`config.mk`:
```
export PLATFORM = sky130hd
export DESIGN_NAME = dcps_ctrl_flat
export DESIGN_NICKNAME = d
export VERILOG_FILES = /design/src/hw/dcps_pkg.sv /design/src/hw/dcps_if.sv /design/src/hw/dcps_ctrl.sv /design/src/flat_wrapper.sv
export VERILOG_INCLUDE_DIRS = /design/src /design/src/hw
export SDC_FILE = /design/constraint.sdc
export NUM_CORES = 1
export LEC_CHECK = 0
export ABC_AREA = 1
export BUFFER_PORTS_ARGS = -buffer_cell sky130_fd_sc_hd__clkbuf_2
export CAP_MARGIN = 20
export CORE_ASPECT_RATIO = 0.9
export CORE_UTILIZATION = 52
export CTS_CLUSTER_DIAMETER = 150
export CTS_CLUSTER_SIZE = 25
export DETAILED_ROUTE_END_ITERATION = 10
export HOLD_SLACK_MARGIN = 0.1
export MAX_ROUTING_LAYER = met4
export PLACE_DENSITY_LB_ADDON = 0.05
export SLEW_MARGIN = 30
export SYNTH_ARGS = -nofsm -noshare
export SYNTH_HDL_FRONTEND = slang
export SYNTH_SLANG_ARGS = --single-unit
```
`constraint.sdc`:
```
create_clock -name hclk -period 3.1 [get_ports hclk]
set_clock_uncertainty 0.1 [all_clocks]
set_input_delay 0.62 -clock hclk [delete_from_list [all_inputs] [get_ports hclk]]
set_output_delay 0.62 -clock hclk [all_outputs]
set_load 0.02 [all_outputs]
```
`src/hw/dcps_regs.svh`:
```
// Purpose: offsets, fields and counts of the diskette phase sequencer
// Assumes: byte-wide i/o space, primary decode
// Notes:   flow status bit layout follows the common controller convention
`ifndef DCPS_REGS_SVH
`define DCPS_REGS_SVH
`define DCPS_OFS_FLOW_STATUS    12'h3f4
`define DCPS_OFS_CMD_RESULT     12'h3f5
`define DCPS_FLOW_READY_BIT     7
`define DCPS_FLOW_TO_HOST_BIT   6
`define DCPS_FLOW_EXEC_BIT      5
`define DCPS_FLOW_BUSY_BIT      4
`define DCPS_STATUS_RESET       8'h80
// host-side ahb registers
`define DCPS_AHB_CTRL           32'h0000_0000
`define DCPS_AHB_STAT           32'h0000_0004
`define DCPS_AHB_DATA           32'h0000_0008
`define DCPS_AHB_RDATA          32'h0000_000c
// command encodings: {opcode, param count, result count, execution cycles}
`define DCPS_OP_READ            8'h06
`define DCPS_OP_WRITE           8'h05
`define DCPS_OP_SEEK            8'h0f
`define DCPS_OP_SPECIFY         8'h03
`define DCPS_OP_SENSE           8'h08
`define DCPS_EXEC_CYCLES        8'h10
`define DCPS_INT_CYCLES         8'h01
`define DCPS_PARAMS_XFER        8'h08
`define DCPS_PARAMS_SEEK        8'h02
`define DCPS_PARAMS_SPECIFY     8'h02
`define DCPS_RESULTS_XFER       8'h07
`define DCPS_RESULTS_SENSE      8'h02
// host command word fields
`define DCPS_FLD_IO_ADDR        19:8
`define DCPS_FLD_IO_BYTE        7:0
`define DCPS_FLD_DMA_BYTE       31:24
`define DCPS_BIT_IO_READ        0
`define DCPS_BIT_GRANT_EN       1
`endif

```
`src/hw/dcps_pkg.sv`:
```
// Purpose: types shared by both ends of the diskette phase sequencer
// Assumes: nothing
// Notes:   gray-coded phase encoding
`default_nettype none
package dcps_pkg;
    typedef enum logic [1:0]
    {
        DCPS_IDLE    = 2'h0,
        DCPS_COMMAND = 2'h1,
        DCPS_EXECUTE = 2'h3,
        DCPS_RESULT  = 2'h2
    } dcps_phase_t;
    typedef enum logic [1:0]
    {
        DCPS_WORK_DATA = 2'h0,
        DCPS_WORK_MECH = 2'h1,
        DCPS_WORK_INT  = 2'h2
    } dcps_work_t;
endpackage
`default_nettype wire

```
`src/hw/dcps_if.sv`:
```
// Purpose: i/o bus and dma channel two between host side and controller
// Assumes: one clock, byte-wide i/o cycles of one cycle
// Notes:   dma grant is active low
`default_nettype none
interface dcps_if (input wire logic hclk, input wire logic hresetn);
    logic [11:0] io_addr;
    logic        io_wr;
    logic        io_rd;
    logic [7:0]  io_wdata;
    logic [7:0]  io_rdata;
    logic        dma_request_ch_two;
    logic        dma_grant_ch_two_n;
    logic [7:0]  dma_wdata;
    logic [7:0]  dma_rdata;
    modport ctrl
    (
        input  hclk, hresetn,
        input  io_addr, io_wr, io_rd, io_wdata, dma_grant_ch_two_n, dma_wdata,
        output io_rdata, dma_request_ch_two, dma_rdata
    );
    modport host
    (
        input  hclk, hresetn,
        output io_addr, io_wr, io_rd, io_wdata, dma_grant_ch_two_n, dma_wdata,
        input  io_rdata, dma_request_ch_two, dma_rdata
    );
endinterface
`default_nettype wire

```
`src/hw/dcps_ctrl.sv`:
```
// Purpose: controller end: command, execution, result and idle phases
// Assumes: host polls flow status before every byte
// Notes:   execution work is modelled by counters, not a real drive
// Summary of operation
// - phases run command, execution, results in order
// - command bytes accepted one by one on data port
// - first byte opcode, rest are parameters
// - flow status shows readiness; host polls it
// - execution starts right after last command byte
// - execution does transfer, mechanical or internal work
// - data moves only by dma channel two
// - results read byte by byte from data port
// - commands without results return straight to idle
// - idle waits for first byte of command
`include "dcps_regs.svh"
`default_nettype none
module dcps_ctrl
    import dcps_pkg::*;
#(
    parameter int DMA_BYTES = 4
)
(
    dcps_if.ctrl       bus,
    output logic [1:0] phase,
    output logic [7:0] last_opcode,
    output logic       cmd_done
);
    // ****************************************************************
    // decode
    // ****************************************************************
    dcps_phase_t state;
    dcps_phase_t next_state;
    logic [7:0]  opcode;
    logic [7:0]  param_cnt;
    logic [7:0]  exec_cnt;
    logic [7:0]  result_idx;
    logic [7:0]  result_len;
    logic [7:0]  param_len;
    logic [7:0]  param0;
    dcps_work_t  work;
    logic        dma_pend;
    logic        grant;
    logic        wr_data;
    logic        rd_data;
    logic        rd_status;
    logic        cmd_last;
    logic        exec_end;
    logic        res_last;
    logic [7:0]  status_byte;
    logic [7:0]  result_byte;
    logic [7:0]  first_len;
    logic [7:0]  first_res;
    logic [7:0]  data_acc;
    logic [7:0]  cur_op;

    assign grant     = dma_pend && !bus.dma_grant_ch_two_n;
    assign wr_data   = bus.io_wr && bus.io_addr == `DCPS_OFS_CMD_RESULT;
    assign rd_data   = bus.io_rd && bus.io_addr == `DCPS_OFS_CMD_RESULT;
    assign rd_status = bus.io_rd && bus.io_addr == `DCPS_OFS_FLOW_STATUS;
    // opcode of the command being closed; a lone opcode byte is still on the bus
    assign cur_op    = (state == DCPS_IDLE) ? bus.io_wdata : opcode;

    // parameter and result counts per opcode
    assign first_len = (bus.io_wdata == `DCPS_OP_READ)    ? `DCPS_PARAMS_XFER :
                       (bus.io_wdata == `DCPS_OP_WRITE)   ? `DCPS_PARAMS_XFER :
                       (bus.io_wdata == `DCPS_OP_SEEK)    ? `DCPS_PARAMS_SEEK :
                       (bus.io_wdata == `DCPS_OP_SPECIFY) ? `DCPS_PARAMS_SPECIFY : 8'h00;
    assign first_res = (bus.io_wdata == `DCPS_OP_READ)    ? `DCPS_RESULTS_XFER :
                       (bus.io_wdata == `DCPS_OP_WRITE)   ? `DCPS_RESULTS_XFER :
                       (bus.io_wdata == `DCPS_OP_SENSE)   ? `DCPS_RESULTS_SENSE : 8'h00;

    assign cmd_last = (state == DCPS_IDLE && wr_data && first_len == 8'h00) ||
                      (state == DCPS_COMMAND && wr_data && param_cnt == param_len - 8'h01);
    assign exec_end = (work == DCPS_WORK_DATA) ? (!dma_pend && exec_cnt == 8'h00)
                                               : (exec_cnt == 8'h00);
    assign res_last = rd_data && result_idx == result_len - 8'h01;

    // flow status: ready, direction, execution, busy
    assign status_byte = (8'(state != DCPS_EXECUTE) << `DCPS_FLOW_READY_BIT)   |
                         (8'(state == DCPS_RESULT)  << `DCPS_FLOW_TO_HOST_BIT) |
                         (8'(state == DCPS_EXECUTE) << `DCPS_FLOW_EXEC_BIT)    |
                         (8'(state != DCPS_IDLE)    << `DCPS_FLOW_BUSY_BIT);
    assign result_byte = (result_idx == 8'h00) ? opcode :
                         (result_idx == 8'h01) ? param0 : data_acc ^ result_idx;

    // ****************************************************************
    // phase sequencer
    // ****************************************************************
    always_comb
    begin
        next_state = state;
        case (state)
            DCPS_IDLE:
                if (wr_data)
                    next_state = cmd_last ? DCPS_EXECUTE : DCPS_COMMAND;
            DCPS_COMMAND:
                if (cmd_last)
                    next_state = DCPS_EXECUTE;
            DCPS_EXECUTE:
                if (exec_end)
                    next_state = (result_len == 8'h00) ? DCPS_IDLE : DCPS_RESULT;
            DCPS_RESULT:
                if (res_last)
                    next_state = DCPS_IDLE;
            default:
                next_state = DCPS_IDLE;
        endcase
    end

    always_ff @(posedge bus.hclk or negedge bus.hresetn)
    begin
        if (!bus.hresetn)
            state <= DCPS_IDLE;
        else
            state <= next_state;
    end

    // ****************************************************************
    // command capture
    // ****************************************************************
    always_ff @(posedge bus.hclk or negedge bus.hresetn)
    begin
        if (!bus.hresetn)
        begin
            opcode     <= 8'h00;
            param_cnt  <= 8'h00;
            param_len  <= 8'h00;
            result_len <= 8'h00;
            param0     <= 8'h00;
        end
        else if (state == DCPS_IDLE && wr_data)
        begin
            opcode     <= bus.io_wdata;
            param0     <= 8'h00;
            param_len  <= first_len;
            result_len <= first_res;
            param_cnt  <= 8'h00;
        end
        else if (state == DCPS_COMMAND && wr_data)
        begin
            if (param_cnt == 8'h00)
                param0 <= bus.io_wdata;
            param_cnt <= param_cnt + 8'h01;
        end
    end

    // ****************************************************************
    // execution work
    // ****************************************************************
    always_ff @(posedge bus.hclk or negedge bus.hresetn)
    begin
        if (!bus.hresetn)
        begin
            work     <= DCPS_WORK_INT;
            exec_cnt <= 8'h00;
            dma_pend <= 1'b0;
            data_acc <= 8'h00;
        end
        else if (cmd_last)
        begin
            if (cur_op == `DCPS_OP_READ || cur_op == `DCPS_OP_WRITE)
            begin
                work     <= DCPS_WORK_DATA;
                exec_cnt <= 8'(DMA_BYTES);
                dma_pend <= 1'b1;
            end
            else if (cur_op == `DCPS_OP_SEEK)
            begin
                work     <= DCPS_WORK_MECH;
                exec_cnt <= `DCPS_EXEC_CYCLES;
            end
            else
            begin
                work     <= DCPS_WORK_INT;
                exec_cnt <= `DCPS_INT_CYCLES;
            end
            data_acc <= 8'h00;
        end
        else if (state == DCPS_EXECUTE)
        begin
            if (work == DCPS_WORK_DATA)
            begin
                if (grant)
                begin
                    data_acc <= data_acc + bus.dma_wdata;
                    exec_cnt <= exec_cnt - 8'h01;
                    if (exec_cnt == 8'h01)
                        dma_pend <= 1'b0;
                end
            end
            else if (exec_cnt != 8'h00)
                exec_cnt <= exec_cnt - 8'h01;
        end
    end

    // ****************************************************************
    // results and outputs
    // ****************************************************************
    always_ff @(posedge bus.hclk or negedge bus.hresetn)
    begin
        if (!bus.hresetn)
            result_idx <= 8'h00;
        else if (state == DCPS_EXECUTE)
            result_idx <= 8'h00;
        else if (state == DCPS_RESULT && rd_data)
            result_idx <= result_idx + 8'h01;
    end

    always_ff @(posedge bus.hclk or negedge bus.hresetn)
    begin
        if (!bus.hresetn)
        begin
            bus.io_rdata  <= `DCPS_STATUS_RESET;
            bus.dma_rdata <= 8'h00;
            last_opcode   <= 8'h00;
            cmd_done      <= 1'b0;
        end
        else
        begin
            if (rd_status)
                bus.io_rdata <= status_byte;
            else if (rd_data)
                bus.io_rdata <= (state == DCPS_RESULT) ? result_byte : 8'h00;
            bus.dma_rdata <= data_acc ^ exec_cnt;
            cmd_done      <= state == DCPS_EXECUTE && exec_end;
            if (cmd_last)
                last_opcode <= cur_op;
        end
    end

    assign bus.dma_request_ch_two = dma_pend && state == DCPS_EXECUTE;
    assign phase = state;
endmodule // dcps_ctrl
`default_nettype wire

```
`src/flat_wrapper.sv`:
```
// flat-port wrapper written by rule: the top's interface ports become plain ports
module dcps_ctrl_flat import dcps_pkg::*;
#(
    parameter int DMA_BYTES = 4
)
  (phase, last_opcode, cmd_done, hclk, hresetn, bus_io_addr, bus_io_wr, bus_io_rd, bus_io_wdata, bus_dma_grant_ch_two_n, bus_dma_wdata, bus_io_rdata, bus_dma_request_ch_two, bus_dma_rdata);
  dcps_if bus_i (.hclk(hclk), .hresetn(hresetn));
  output logic [1:0] phase;
  output logic [7:0] last_opcode;
  output logic cmd_done;
  input wire logic hclk;
  input wire logic hresetn;
  input wire logic [$bits(bus_i.io_addr)-1:0] bus_io_addr;
  input wire logic [$bits(bus_i.io_wr)-1:0] bus_io_wr;
  input wire logic [$bits(bus_i.io_rd)-1:0] bus_io_rd;
  input wire logic [$bits(bus_i.io_wdata)-1:0] bus_io_wdata;
  input wire logic [$bits(bus_i.dma_grant_ch_two_n)-1:0] bus_dma_grant_ch_two_n;
  input wire logic [$bits(bus_i.dma_wdata)-1:0] bus_dma_wdata;
  output wire logic [$bits(bus_i.io_rdata)-1:0] bus_io_rdata;
  output wire logic [$bits(bus_i.dma_request_ch_two)-1:0] bus_dma_request_ch_two;
  output wire logic [$bits(bus_i.dma_rdata)-1:0] bus_dma_rdata;
  assign bus_i.io_addr = bus_io_addr;
  assign bus_i.io_wr = bus_io_wr;
  assign bus_i.io_rd = bus_io_rd;
  assign bus_i.io_wdata = bus_io_wdata;
  assign bus_i.dma_grant_ch_two_n = bus_dma_grant_ch_two_n;
  assign bus_i.dma_wdata = bus_dma_wdata;
  assign bus_io_rdata = bus_i.io_rdata;
  assign bus_dma_request_ch_two = bus_i.dma_request_ch_two;
  assign bus_dma_rdata = bus_i.dma_rdata;
  dcps_ctrl #(.DMA_BYTES(DMA_BYTES)) u_core (.bus(bus_i), .phase(phase), .last_opcode(last_opcode), .cmd_done(cmd_done));
endmodule
```
==> metrics.md, run 1 <==
| Metric | Value |
|---|---|
| IR drop worst, VDD | `0.335 mV` |
| Reg2reg start | `u_core.result_len[0]` |
| Core area | `9250 um^2` |
| Routed WL | `12.2 mm` |
| Number of antenna violations at the first check in global routing | `0` |
| Worst-margin pin slew | `801 ps` |
| Drt via density | `5.30` |
| Worst Reg2Reg Path Length in Cells | `13` |
| Status | `finished, final reports clean` |
| DP Wirelength | `9.33 mm` |
| CTS root buffer | `clkbuf_8` |
| First-pass GRT wire length | `21.2 mm` |
| Lkg Pwr | `2.96 nW` |
| Reg2reg end | `u_core.exec_cnt[1]` |
| Net count after synthesis | `709` |
| ANT cells | `0` |
| FMAX | `409 MHz` |
| Crit path launch type | `flip-flop` |
| Skew-Pair Late Insertion Delay | `360 ps` |
| Die Area | `10000 um^2` |
| RSZ-0062 raised after global routing | `no` |
| CTS Hold Buffers Added | `0` |
| # IOs | `61` |
| Worst setup path end | `bus_dma_request_ch_two` |
| Setup_tns | `0 ps` |
| Area growth, synth to finish | `11.8%` |
| Remaining Overflow, GRT | `0` |
| Total power | `2.64 mW` |
| Post-cts repair resize count | `0` |
| Worst min-delay path class | `input port to async pin` |
| Critical path, cell by cell | `nand2_1 > nor2_1 > clkbuf_2` |
| Vias after detailed routing | `4440` |
| Number of port buffers | `60` |
| Fin crit period | `2450 ps` |
| Adder-Cell Fraction of Synth Area | `4.65%` |
| Die Y | `95.1 um` |
| Synth Flop Type | `dfrtp_1` |
| Post-synth EDFFs | `0` |
| CP peak stage delay | `540 ps` |
| Main combinational cell family by area after synthesis | `simple AND/OR/NAND/NOR gates` |
| Fin crit share | `78.9%` |
| Final setup viols | `0` |
| Area leader, netlist | `dfrtp_1` |
| Site Rows | `33` |
| Post-synthesis mux area share | `0%` |
| Warnings from Yosys | `0` |
| Clock Sinks | `81` |
| Clock-pin slew of the registers on the worst-case setup and hold paths | `90 ps` |
| Number of global-route vias before repair | `4393` |
| Synthesized cell area | `5010 um^2` |
| Drt first pass iters | `5` |
| Final slew viol count | `0` |
| XOR/XNOR Fraction of Synth Area | `6.82%` |
| Most common cell in the netlist | `nand2_1` |
| Seq/Total Area, Yosys | `40.5%` |
| GRT Overall Usage | `28.1%` |
| Post-synthesis compound-gate area fraction | `10.7%` |
| Syn Area/Cell | `7.61 um^2` |
| TritonCTS Buffers | `9` |
| Launch point of the worst path | `u_core.phase[0]` |
| Ranking of synthesized cells by area | `dfrtp_1 39%, nand2_1 14%, nor2_1 4.9%` |
| FF+latch count, synth | `81` |
| Final hold vios | `0` |
| Simple-Gate Fraction of Synth Area | `30.3%` |
| Synth top cells by count | `188 x nand2_1, 79 x dfrtp_1, 65 x nor2_1` |
| Post-synth cell types | `39` |
| Worst setup EP type | `output pin` |
| Cell count after synthesis | `658` |
| First DRT Iteration DRCs | `292` |
| Layout cell share with drive strength beyond 1 | `16.1%` |
| Asr flop ratio synth | `100%` |
| CP max FO | `11` |
| R2R Setup Slk | `700 ps` |
| Per-cell routed wire length | `14.6 um` |
| RD Place Congestion | `0.892` |
| Die width | `105 um` |
| H-tree levels | `3` |
| Clock Path Buffers | `2` |
| Largest net degree at the start of global routing | `82` |
| Critical-path top delay cell | `dfrtp_1` |
| WP data arrival | `1730 ps` |
| Post-CTS Setup Inserts | `0` |
| Top cell type's share of synthesized area | `39.5%` |
| ANT nets after route | `0` |
| WP data required | `2380 ps` |
| NumNets Final | `763` |
| Initial Utilization | `54.2%` |
| Pwr Density | `471 nW/um^2` |
| CTS tree | `yes` |
| Number of remaining DRC errors | `0` |
| Relative max-transition margin | `46.3%` |
| Max-Cap Viols | `0` |
| Crit Path Class | `flip-flop to output pin` |
==> per-layer routing <==
layer / global-route usage, % / share of wire, % / vias to the layer above
li1: - / - / 2228
met1: 37.2 / 48 / 2098
met2: 44.8 / 46 / 96
met3: 4.24 / 4.1 / 18
met4: 8.69 / 2.0 / 0
met5: - / 0 / -
==> cell usage in the layout, fill, tap and decap left out, types with 2 or more instances in the layout <==
cell type  count
nor2_2         4
ha_1          17
nand3_2        5
nand3_1       44
a21oi_1       13
a31oi_1        2
bufinv_16      2
nand2_1      188
nand4_1        8
inv_2          8
nor2_4         6
buf_4          2
dfrtp_1       79
dfstp_2        2
xor2_1        24
clkbuf_2      59
nor3_1        10
inv_1         60
o211ai_1       7
o31ai_2        3
o21ai_0       43
a21o_1         2
xnor2_1       15
nor2_1        65
clkbuf_8      10
o21ai_1       11
o31ai_1        6
nand2_2        6
==> logic make-up after synthesis <==
logic type      after synthesis
flops                        81
buf+inv                      87
xor+xnor                     39
simple gates                342
fa+ha+maj                    18
compound gates               91
==> sequential cells by signal, summed over array words and instances, names as in the netlist, 8 cells and up <==
| signal | flops |
|---|---|
| u_core.param_cnt | 8 |
| u_core.result_idx | 8 |
| u_core.last_opcode | 8 |
| u_core.param0 | 8 |
| u_core.exec_cnt | 8 |
| u_core.data_acc | 8 |
| u_core.opcode | 8 |
| u_core.bus.dma_rdata | 8 |
| u_core.bus.io_rdata | 8 |
==> how the worst min path moves through the flow <==
stage | start | to | slack, ps | depth (start not counted)
finish | hresetn | u_core.result_idx[4] | 160 | 1
CTS | hresetn | u_core.result_idx[6] | 230 | 1
global placement | u_core.dma_pend | u_core.dma_pend | 360 | 2
floorplan | hresetn | u_core.bus.dma_rdata[0] | 220 | 0
global route | hresetn | u_core.result_idx[5] | 230 | 1
detailed placement | u_core.work[1] | u_core.work[1] | 360 | 2
==> critical path, delay by kind of cell, from the launching register on <==
kind / cells / cell delay [ps]
and+or+nand+nor: 2 / 620
DFF: 1 / 540
buffers and inverters: 1 / 200
==> power breakdown <==
group	switching [mW]	internal, mW	leakage, nW
clock	0.401	0.475	0.106
combinational	0.430	0.184	1.82
sequential	0.0559	1.09	1.03
==> cell type report <==
class,instances,area (um^2)
well taps,122,153
repair buffers,62,322
multi-input cells,490,2620
fillers,843,3650
clock buffers,11,141
flip-flops and latches,81,2030
clock inverters,4,76.3
inverters,68,255
==> per-stage QoR <==
stage	hold slack [ps]	std cells	worst slack (ps)	util [%]	area, um^2
global route	233	838	492	60.6	5600
CTS	226	838	636	60.6	5600
detailed placement	360	823	652	58.2	5380
finish	159	838	654	60.6	5600
floorplan	224	658	1170	-	5010
global placement	358	823	689	58.2	5380
Note: power is estimated with default switching activity, not from simulation.
==> inputs of run 2 (changes only) <==
==> constraint.sdc (replaced) <==
create_clock -name hclk -period 2.06 [get_ports hclk]
set_clock_uncertainty 0.1 [all_clocks]
set_input_delay 0.412 -clock hclk [delete_from_list [all_inputs] [get_ports hclk]]
set_output_delay 0.412 -clock hclk [all_outputs]
set_load 0.02 [all_outputs]
==> run 2 against run 1 <==
Net effect:
- sequential share of layout area fell by 2.7 points
- highest routed layer unchanged
- clock power increased by 53%
- non-clock buffer count is 42 higher
==> metrics.md, run 2 (synthesis gave the netlist of run 1 again) <==
| Metric | Value |
|---|---|
| Status | `finished, final reports clean` |
| TritonCTS Buffers | `9` |
| Fin crit period | `1950 ps` |
| Relative max-transition margin | `66.3%` |
| Worst min-delay path class | `input port to flip-flop` |
| Worst-margin pin slew | `506 ps` |
| CTS tree | `yes` |
| Largest net degree at the start of global routing | `34` |
| GRT Overall Usage | `28.7%` |
| Routed WL | `13.1 mm` |
| Vias after detailed routing | `4653` |
| Most frequent cells in the layout | `186 x nand2_1, 78 x dfrtp_1, 64 x nor2_1, 60 x inv_1, 59 x clkbuf_2` |
| Core area | `9250 um^2` |
| Final instance area | `6060 um^2` |
| Number of remaining DRC errors | `0` |
| Lkg Pwr | `3.22 nW` |
| Crit path launch type | `flip-flop` |
| Worst setup EP type | `flip-flop` |
| Die Area | `10000 um^2` |
| Area growth, synth to finish | `20.9%` |
| IR drop worst, VDD | `0.436 mV` |
| Clock Path Buffers | `2` |
| H-tree levels | `3` |
| Crit Path Class | `flip-flop to flip-flop` |
| RD Place Congestion | `0.927` |
| Number of antenna violations at the first check in global routing | `0` |
| CP max FO | `9` |
| FMAX | `513 MHz` |
| Number of port buffers | `60` |
| Fin crit share | `94.7%` |
| # IOs | `61` |
| DP Wirelength | `9.94 mm` |
| Final hold vios | `0` |
| Remaining Overflow, GRT | `0` |
| Commonest non-fill, non-tap cell in the layout | `nand2_1` |
| Die Y | `95.1 um` |
| NumNets Final | `805` |
| Drt first pass iters | `5` |
| Skew-Pair Late Insertion Delay | `360 ps` |
| Initial Utilization | `54.2%` |
| Max-Cap Viols | `0` |
| ANT cells | `0` |
| WP data arrival | `2160 ps` |
| Placed instance area | `5670 um^2` |
| ANT nets after route | `0` |
| Die width | `105 um` |
| Dpl cells | `857` |
| Pwr Density | `720 nW/um^2` |
| First-pass GRT wire length | `21.6 mm` |
| First DRT Iteration DRCs | `278` |
| Per-cell routed wire length | `14.9 um` |
| Layout cell share with drive strength beyond 1 | `22.4%` |
| Final setup viols | `0` |
| Number of global-route vias before repair | `4547` |
| Clock Sinks | `81` |
| Site Rows | `33` |
| WP data required | `2270 ps` |
| Setup_tns | `0 ps` |
| RSZ-0062 raised after global routing | `yes` |
| Final slew viol count | `0` |
| Clock-pin slew of the registers on the worst-case setup and hold paths | `90 ps` |
| CTS root buffer | `clkbuf_8` |
| Final Non-Filler Cells | `881` |
| Drt via density | `5.28` |
## run 2: changes by cell type in the layout (fill, tap and decap cells not counted), sizes merged
cell / previous run / this run
buf: 3 / 43
clkinv: 0 / 2
dlygate4sd3: 0 / 1
## run 2: stage by stage
| stage | setup WS (ps) | util, % | hold slack (ps) | power, mW |
|---|---|---|---|---|
| floorplan | 184 | - | 16.4 | 2.43 |
| global placement | 74.4 | 61.3 | 304 | 2.82 |
| detailed placement | 41.2 | 61.3 | 309 | 2.83 |
| CTS | 16.5 | 63.9 | 237 | 4.18 |
| global route | -24.6 | 65.5 | 249 | 4.58 |
| finish | 110 | 65.5 | 250 | 4.36 |
## run 2: timing repair
| action | in CTS | in global routing |
|---|---|---|
| buffers inserted | 0 | 6 |
| endpoints found under the setup margin | 0 | 26 |
| resized for setup | 0 | 16 |
| hold buffers | 1 | 0 |
| endpoints found under the hold margin | 29 | 0 |
## run 2: final timing paths
kind	from	end	slack [ps]	depth (start not counted)
min in group asynchronous	hresetn	u_core.result_idx[2]	450	2
setup reg to reg	u_core.param_len[1]	u_core.dma_pend	110	15
hold / removal	bus_io_wdata[2]	u_core.opcode[2]	250	3
max in group asynchronous	hresetn	u_core.param0[5]	890	3
setup / recovery	u_core.param_len[1]	u_core.dma_pend	110	15
hold reg to reg	u_core.work[1]	u_core.work[1]	380	2
## run 2: power breakdown
group | internal [mW] | switching (mW)
Clock | 0.720 | 0.622
Combinational | 0.535 | 0.776
Sequential | 1.65 | 0.0623
## run 2: worst max-delay path, cell delays in order (launching register included)
cell	delay, ps
dfrtp_1	360
inv_1	70
ha_1	310
nand2_1	90
nand3_2	90
inv_1	70
nand2_1	60
nor2_2	130
nand2_1	120
nand2_4	140
nand2_2	80
nand2_1	60
inv_1	40
nand2_1	60
nand2_1	60
nand2_1	50
## run 2: final cells by class
cell class | instances | area [um^2]
fill | 837 | 3190
multi-input combinational | 490 | 2680
sequential | 81 | 2030
timing repair buffer | 104 | 707
inverter | 68 | 255
tap | 122 | 153
clock buffer | 10 | 138
clock inverter | 6 | 90.1
## run 2: layer usage
layer | track usage, % | up-vias | share of wire (%)
met5 | - | - | 0
met4 | 9.04 | 0 | 1.8
met3 | 4.65 | 23 | 4.9
met2 | 47.9 | 138 | 47
met1 | 36.1 | 2174 | 46
li1 | - | 2318 | -
==> inputs of run 3 (changes only) <==
--- a/config.mk
+++ b/config.mk
@@ -10,6 +10,7 @@
 export BUFFER_PORTS_ARGS = -buffer_cell sky130_fd_sc_hd__clkbuf_2
 export CAP_MARGIN = 20
 export CORE_ASPECT_RATIO = 0.9
+export CORE_MARGIN = 2
 export CORE_UTILIZATION = 52
 export CTS_CLUSTER_DIAMETER = 150
 export CTS_CLUSTER_SIZE = 25
==> run 3 against run 2 <==
Net effect:
- final area shrank 1.4%
- combinational power fell by 14%
- register-to-register slack hardly changed
- sequential share of layout area up 0.48 points
- global-route usage fell by 1.4 points
- critical path depth fell by 3
- final cell count fell by 1.2%
- non-clock buffer count shrank 11
- sequential power barely moved
- clock power grew 7%
- via count up 0.13%
- largest power group unchanged
- highest routed layer unchanged
==> metrics.md, run 3 (synthesis gave the netlist of run 1 again) <==
| Metric | Value |
|---|---|
| Fin crit share | `94.8%` |
| Max-Cap Viols | `0` |
| Per-cell routed wire length | `15.3 um` |
| Clock Path Buffers | `2` |
| Worst path bufs/invs | `3` |
| Number of remaining DRC errors | `0` |
| Setup_tns | `0 ps` |
| CP most frequent cell | `nand2_1` |
| CP max FO | `8` |
| ANT nets after route | `0` |
| Hold Path Depth | `3` |
| Largest net degree at the start of global routing | `42` |
| Die width | `107 um` |
| Relative max-transition margin | `61.5%` |
| Area growth, synth to finish | `19.3%` |
| WP data arrival | `2140 ps` |
| Vias after detailed routing | `4659` |
| Final slew viol count | `0` |
| GRT Overall Usage | `27.3%` |
| Total power | `4.29 mW` |
| Critical path, cell by cell | `inv_2 > ha_4 > nand2_1 > nand3_1 > inv_1 > nand2_1 > nor2_2 > nand3_2 > o211ai_4 > buf_6 > nand3_1 > nand2_1` |
| Clock Sinks | `81` |
| FMAX | `512 MHz` |
| Worst Reg2Reg Path Length in Cells | `12` |
| RD Place Congestion | `0.927` |
| WP data required | `2250 ps` |
| Crit path launch type | `flip-flop` |
| CP peak stage delay | `390 ps` |
| Die Area | `10400 um^2` |
| Final hold vios | `0` |
| H-tree levels | `3` |
| Number of global-route vias before repair | `4519` |
| Clock-pin slew of the registers on the worst-case setup and hold paths | `90 ps` |
| Routed WL | `13.3 mm` |
| Final setup viols | `0` |
| Drt via density | `5.36` |
| IR drop worst, VDD | `0.448 mV` |
| ANT cells | `0` |
| Layout cell share with drive strength beyond 1 | `21.3%` |
| Final Non-Filler Cells | `870` |
| Dpl cells | `849` |
| Fillers | `824` |
| First DRT Iteration DRCs | `318` |
| Die Y | `97.1 um` |
| Top delay family on crit path | `simple AND/OR/NAND/NOR gates` |
| Worst setup EP type | `flip-flop` |
| Drt first pass iters | `5` |
| Lkg Pwr | `3.15 nW` |
| Most frequent cells in the layout | `185 x nand2_1, 77 x dfrtp_1, 64 x nor2_1, 59 x clkbuf_2, 58 x inv_1` |
| Commonest non-fill, non-tap cell in the layout | `nand2_1` |
| Pwr Density | `718 nW/um^2` |
| Worst min-delay path class | `input port to flip-flop` |
| Number of antenna violations at the first check in global routing | `0` |
| Skew-Pair Late Insertion Delay | `350 ps` |
| # IOs | `61` |
| CTS root buffer | `clkbuf_8` |
| Status | `finished, final reports clean` |
| First-pass GRT wire length | `22.1 mm` |
| TritonCTS Buffers | `9` |
| Core area | `9250 um^2` |
| Number of port buffers | `60` |
| CTS tree | `yes` |
| Worst-margin pin slew | `577 ps` |
| Initial Utilization | `54.2%` |
| Levels on crit path | `12` |
| Critical-path top delay cell | `dfrtp_1` |
| DP Wirelength | `10.2 mm` |
| Crit Path Class | `flip-flop to flip-flop` |
| Fin crit period | `1950 ps` |
| NumNets Final | `794` |
| Site Rows | `33` |
| Remaining Overflow, GRT | `0` |
==> run 3: changes by cell type in the layout (fill, tap and decap cells not counted), sizes merged <==
| cell | previous run | this run |
|---|---|---|
| bufinv | 2 | 3 |
| clkbuf | 70 | 69 |
| clkinv | 2 | 1 |
| buf | 43 | 33 |
==> run 3: worst paths after layout <==
path | startpoint | endpoint | slack, ps
max | u_core.result_len[0] | u_core.exec_cnt[0] | 110
min | bus_io_wdata[2] | u_core.opcode[2] | 240
max reg2reg | u_core.result_len[0] | u_core.exec_cnt[0] | 110
min reg2reg | u_core.work[1] | u_core.work[1] | 370
max in group asynchronous | hresetn | u_core.param0[7] | 790
min in group asynchronous | hresetn | u_core.result_idx[5] | 500
==> run 3: worst min-delay path, cell delays in order <==
cell	delay, ps
clkbuf_2	120
o21ai_0	90
inv_1	50
==> run 3: through the flow <==
stage          setup WS [ps]  hold WS [ps]  utilization (%)  area, um^2
5_1_grt                -36.1           261             64.6        5970
3_3_place_gp            3.29           350             60.5        5600
4_1_cts                 15.8           231             63.3        5850
2_1_floorplan            184          16.4                -        5010
3_5_place_dp           -27.7           349             60.5        5600
6_report                 108           244             64.6        5970
==> run 3: power by group <==
part	switching [mW]	leakage [nW]	internal [mW]	total [mW]
Clock	0.626	0.117	0.813	1.44
Sequential	0.0677	1.03	1.65	1.71
Combinational	0.726	2.01	0.409	1.13
Total	1.42	3.15	2.87	4.29
==> run 3: timing repair <==
item,4_1_cts,5_1_grt
hold buffers,1,0
hold endpoints to repair,37,0
endpoints found under the setup margin,0,29
buffers inserted,0,4
gates resized for setup,0,21
==> run 3: area by class of cell <==
| cell class | instances | area (um^2) | share of cell area (%) |
|---|---|---|---|
| multi-input cells | 490 | 2710 | 45.3 |
| inverters | 68 | 255 | 4.27 |
| flip-flops and latches | 81 | 2030 | 34.0 |
| well taps | 122 | 153 | 2.55 |
| repair buffers | 93 | 586 | 9.80 |
| clock inverters | 6 | 115 | 1.93 |
| clock buffers | 10 | 128 | 2.14 |
==> run 3: routing by layer <==
layer / global-route usage [%] / vias to the layer above / wire (um)
met5: - / - / 0
met4: 5.92 / 0 / 157
met3: 3.55 / 20 / 583
met2: 43.8 / 130 / 6310
met1: 37.2 / 2213 / 6240
li1: - / 2296 / -
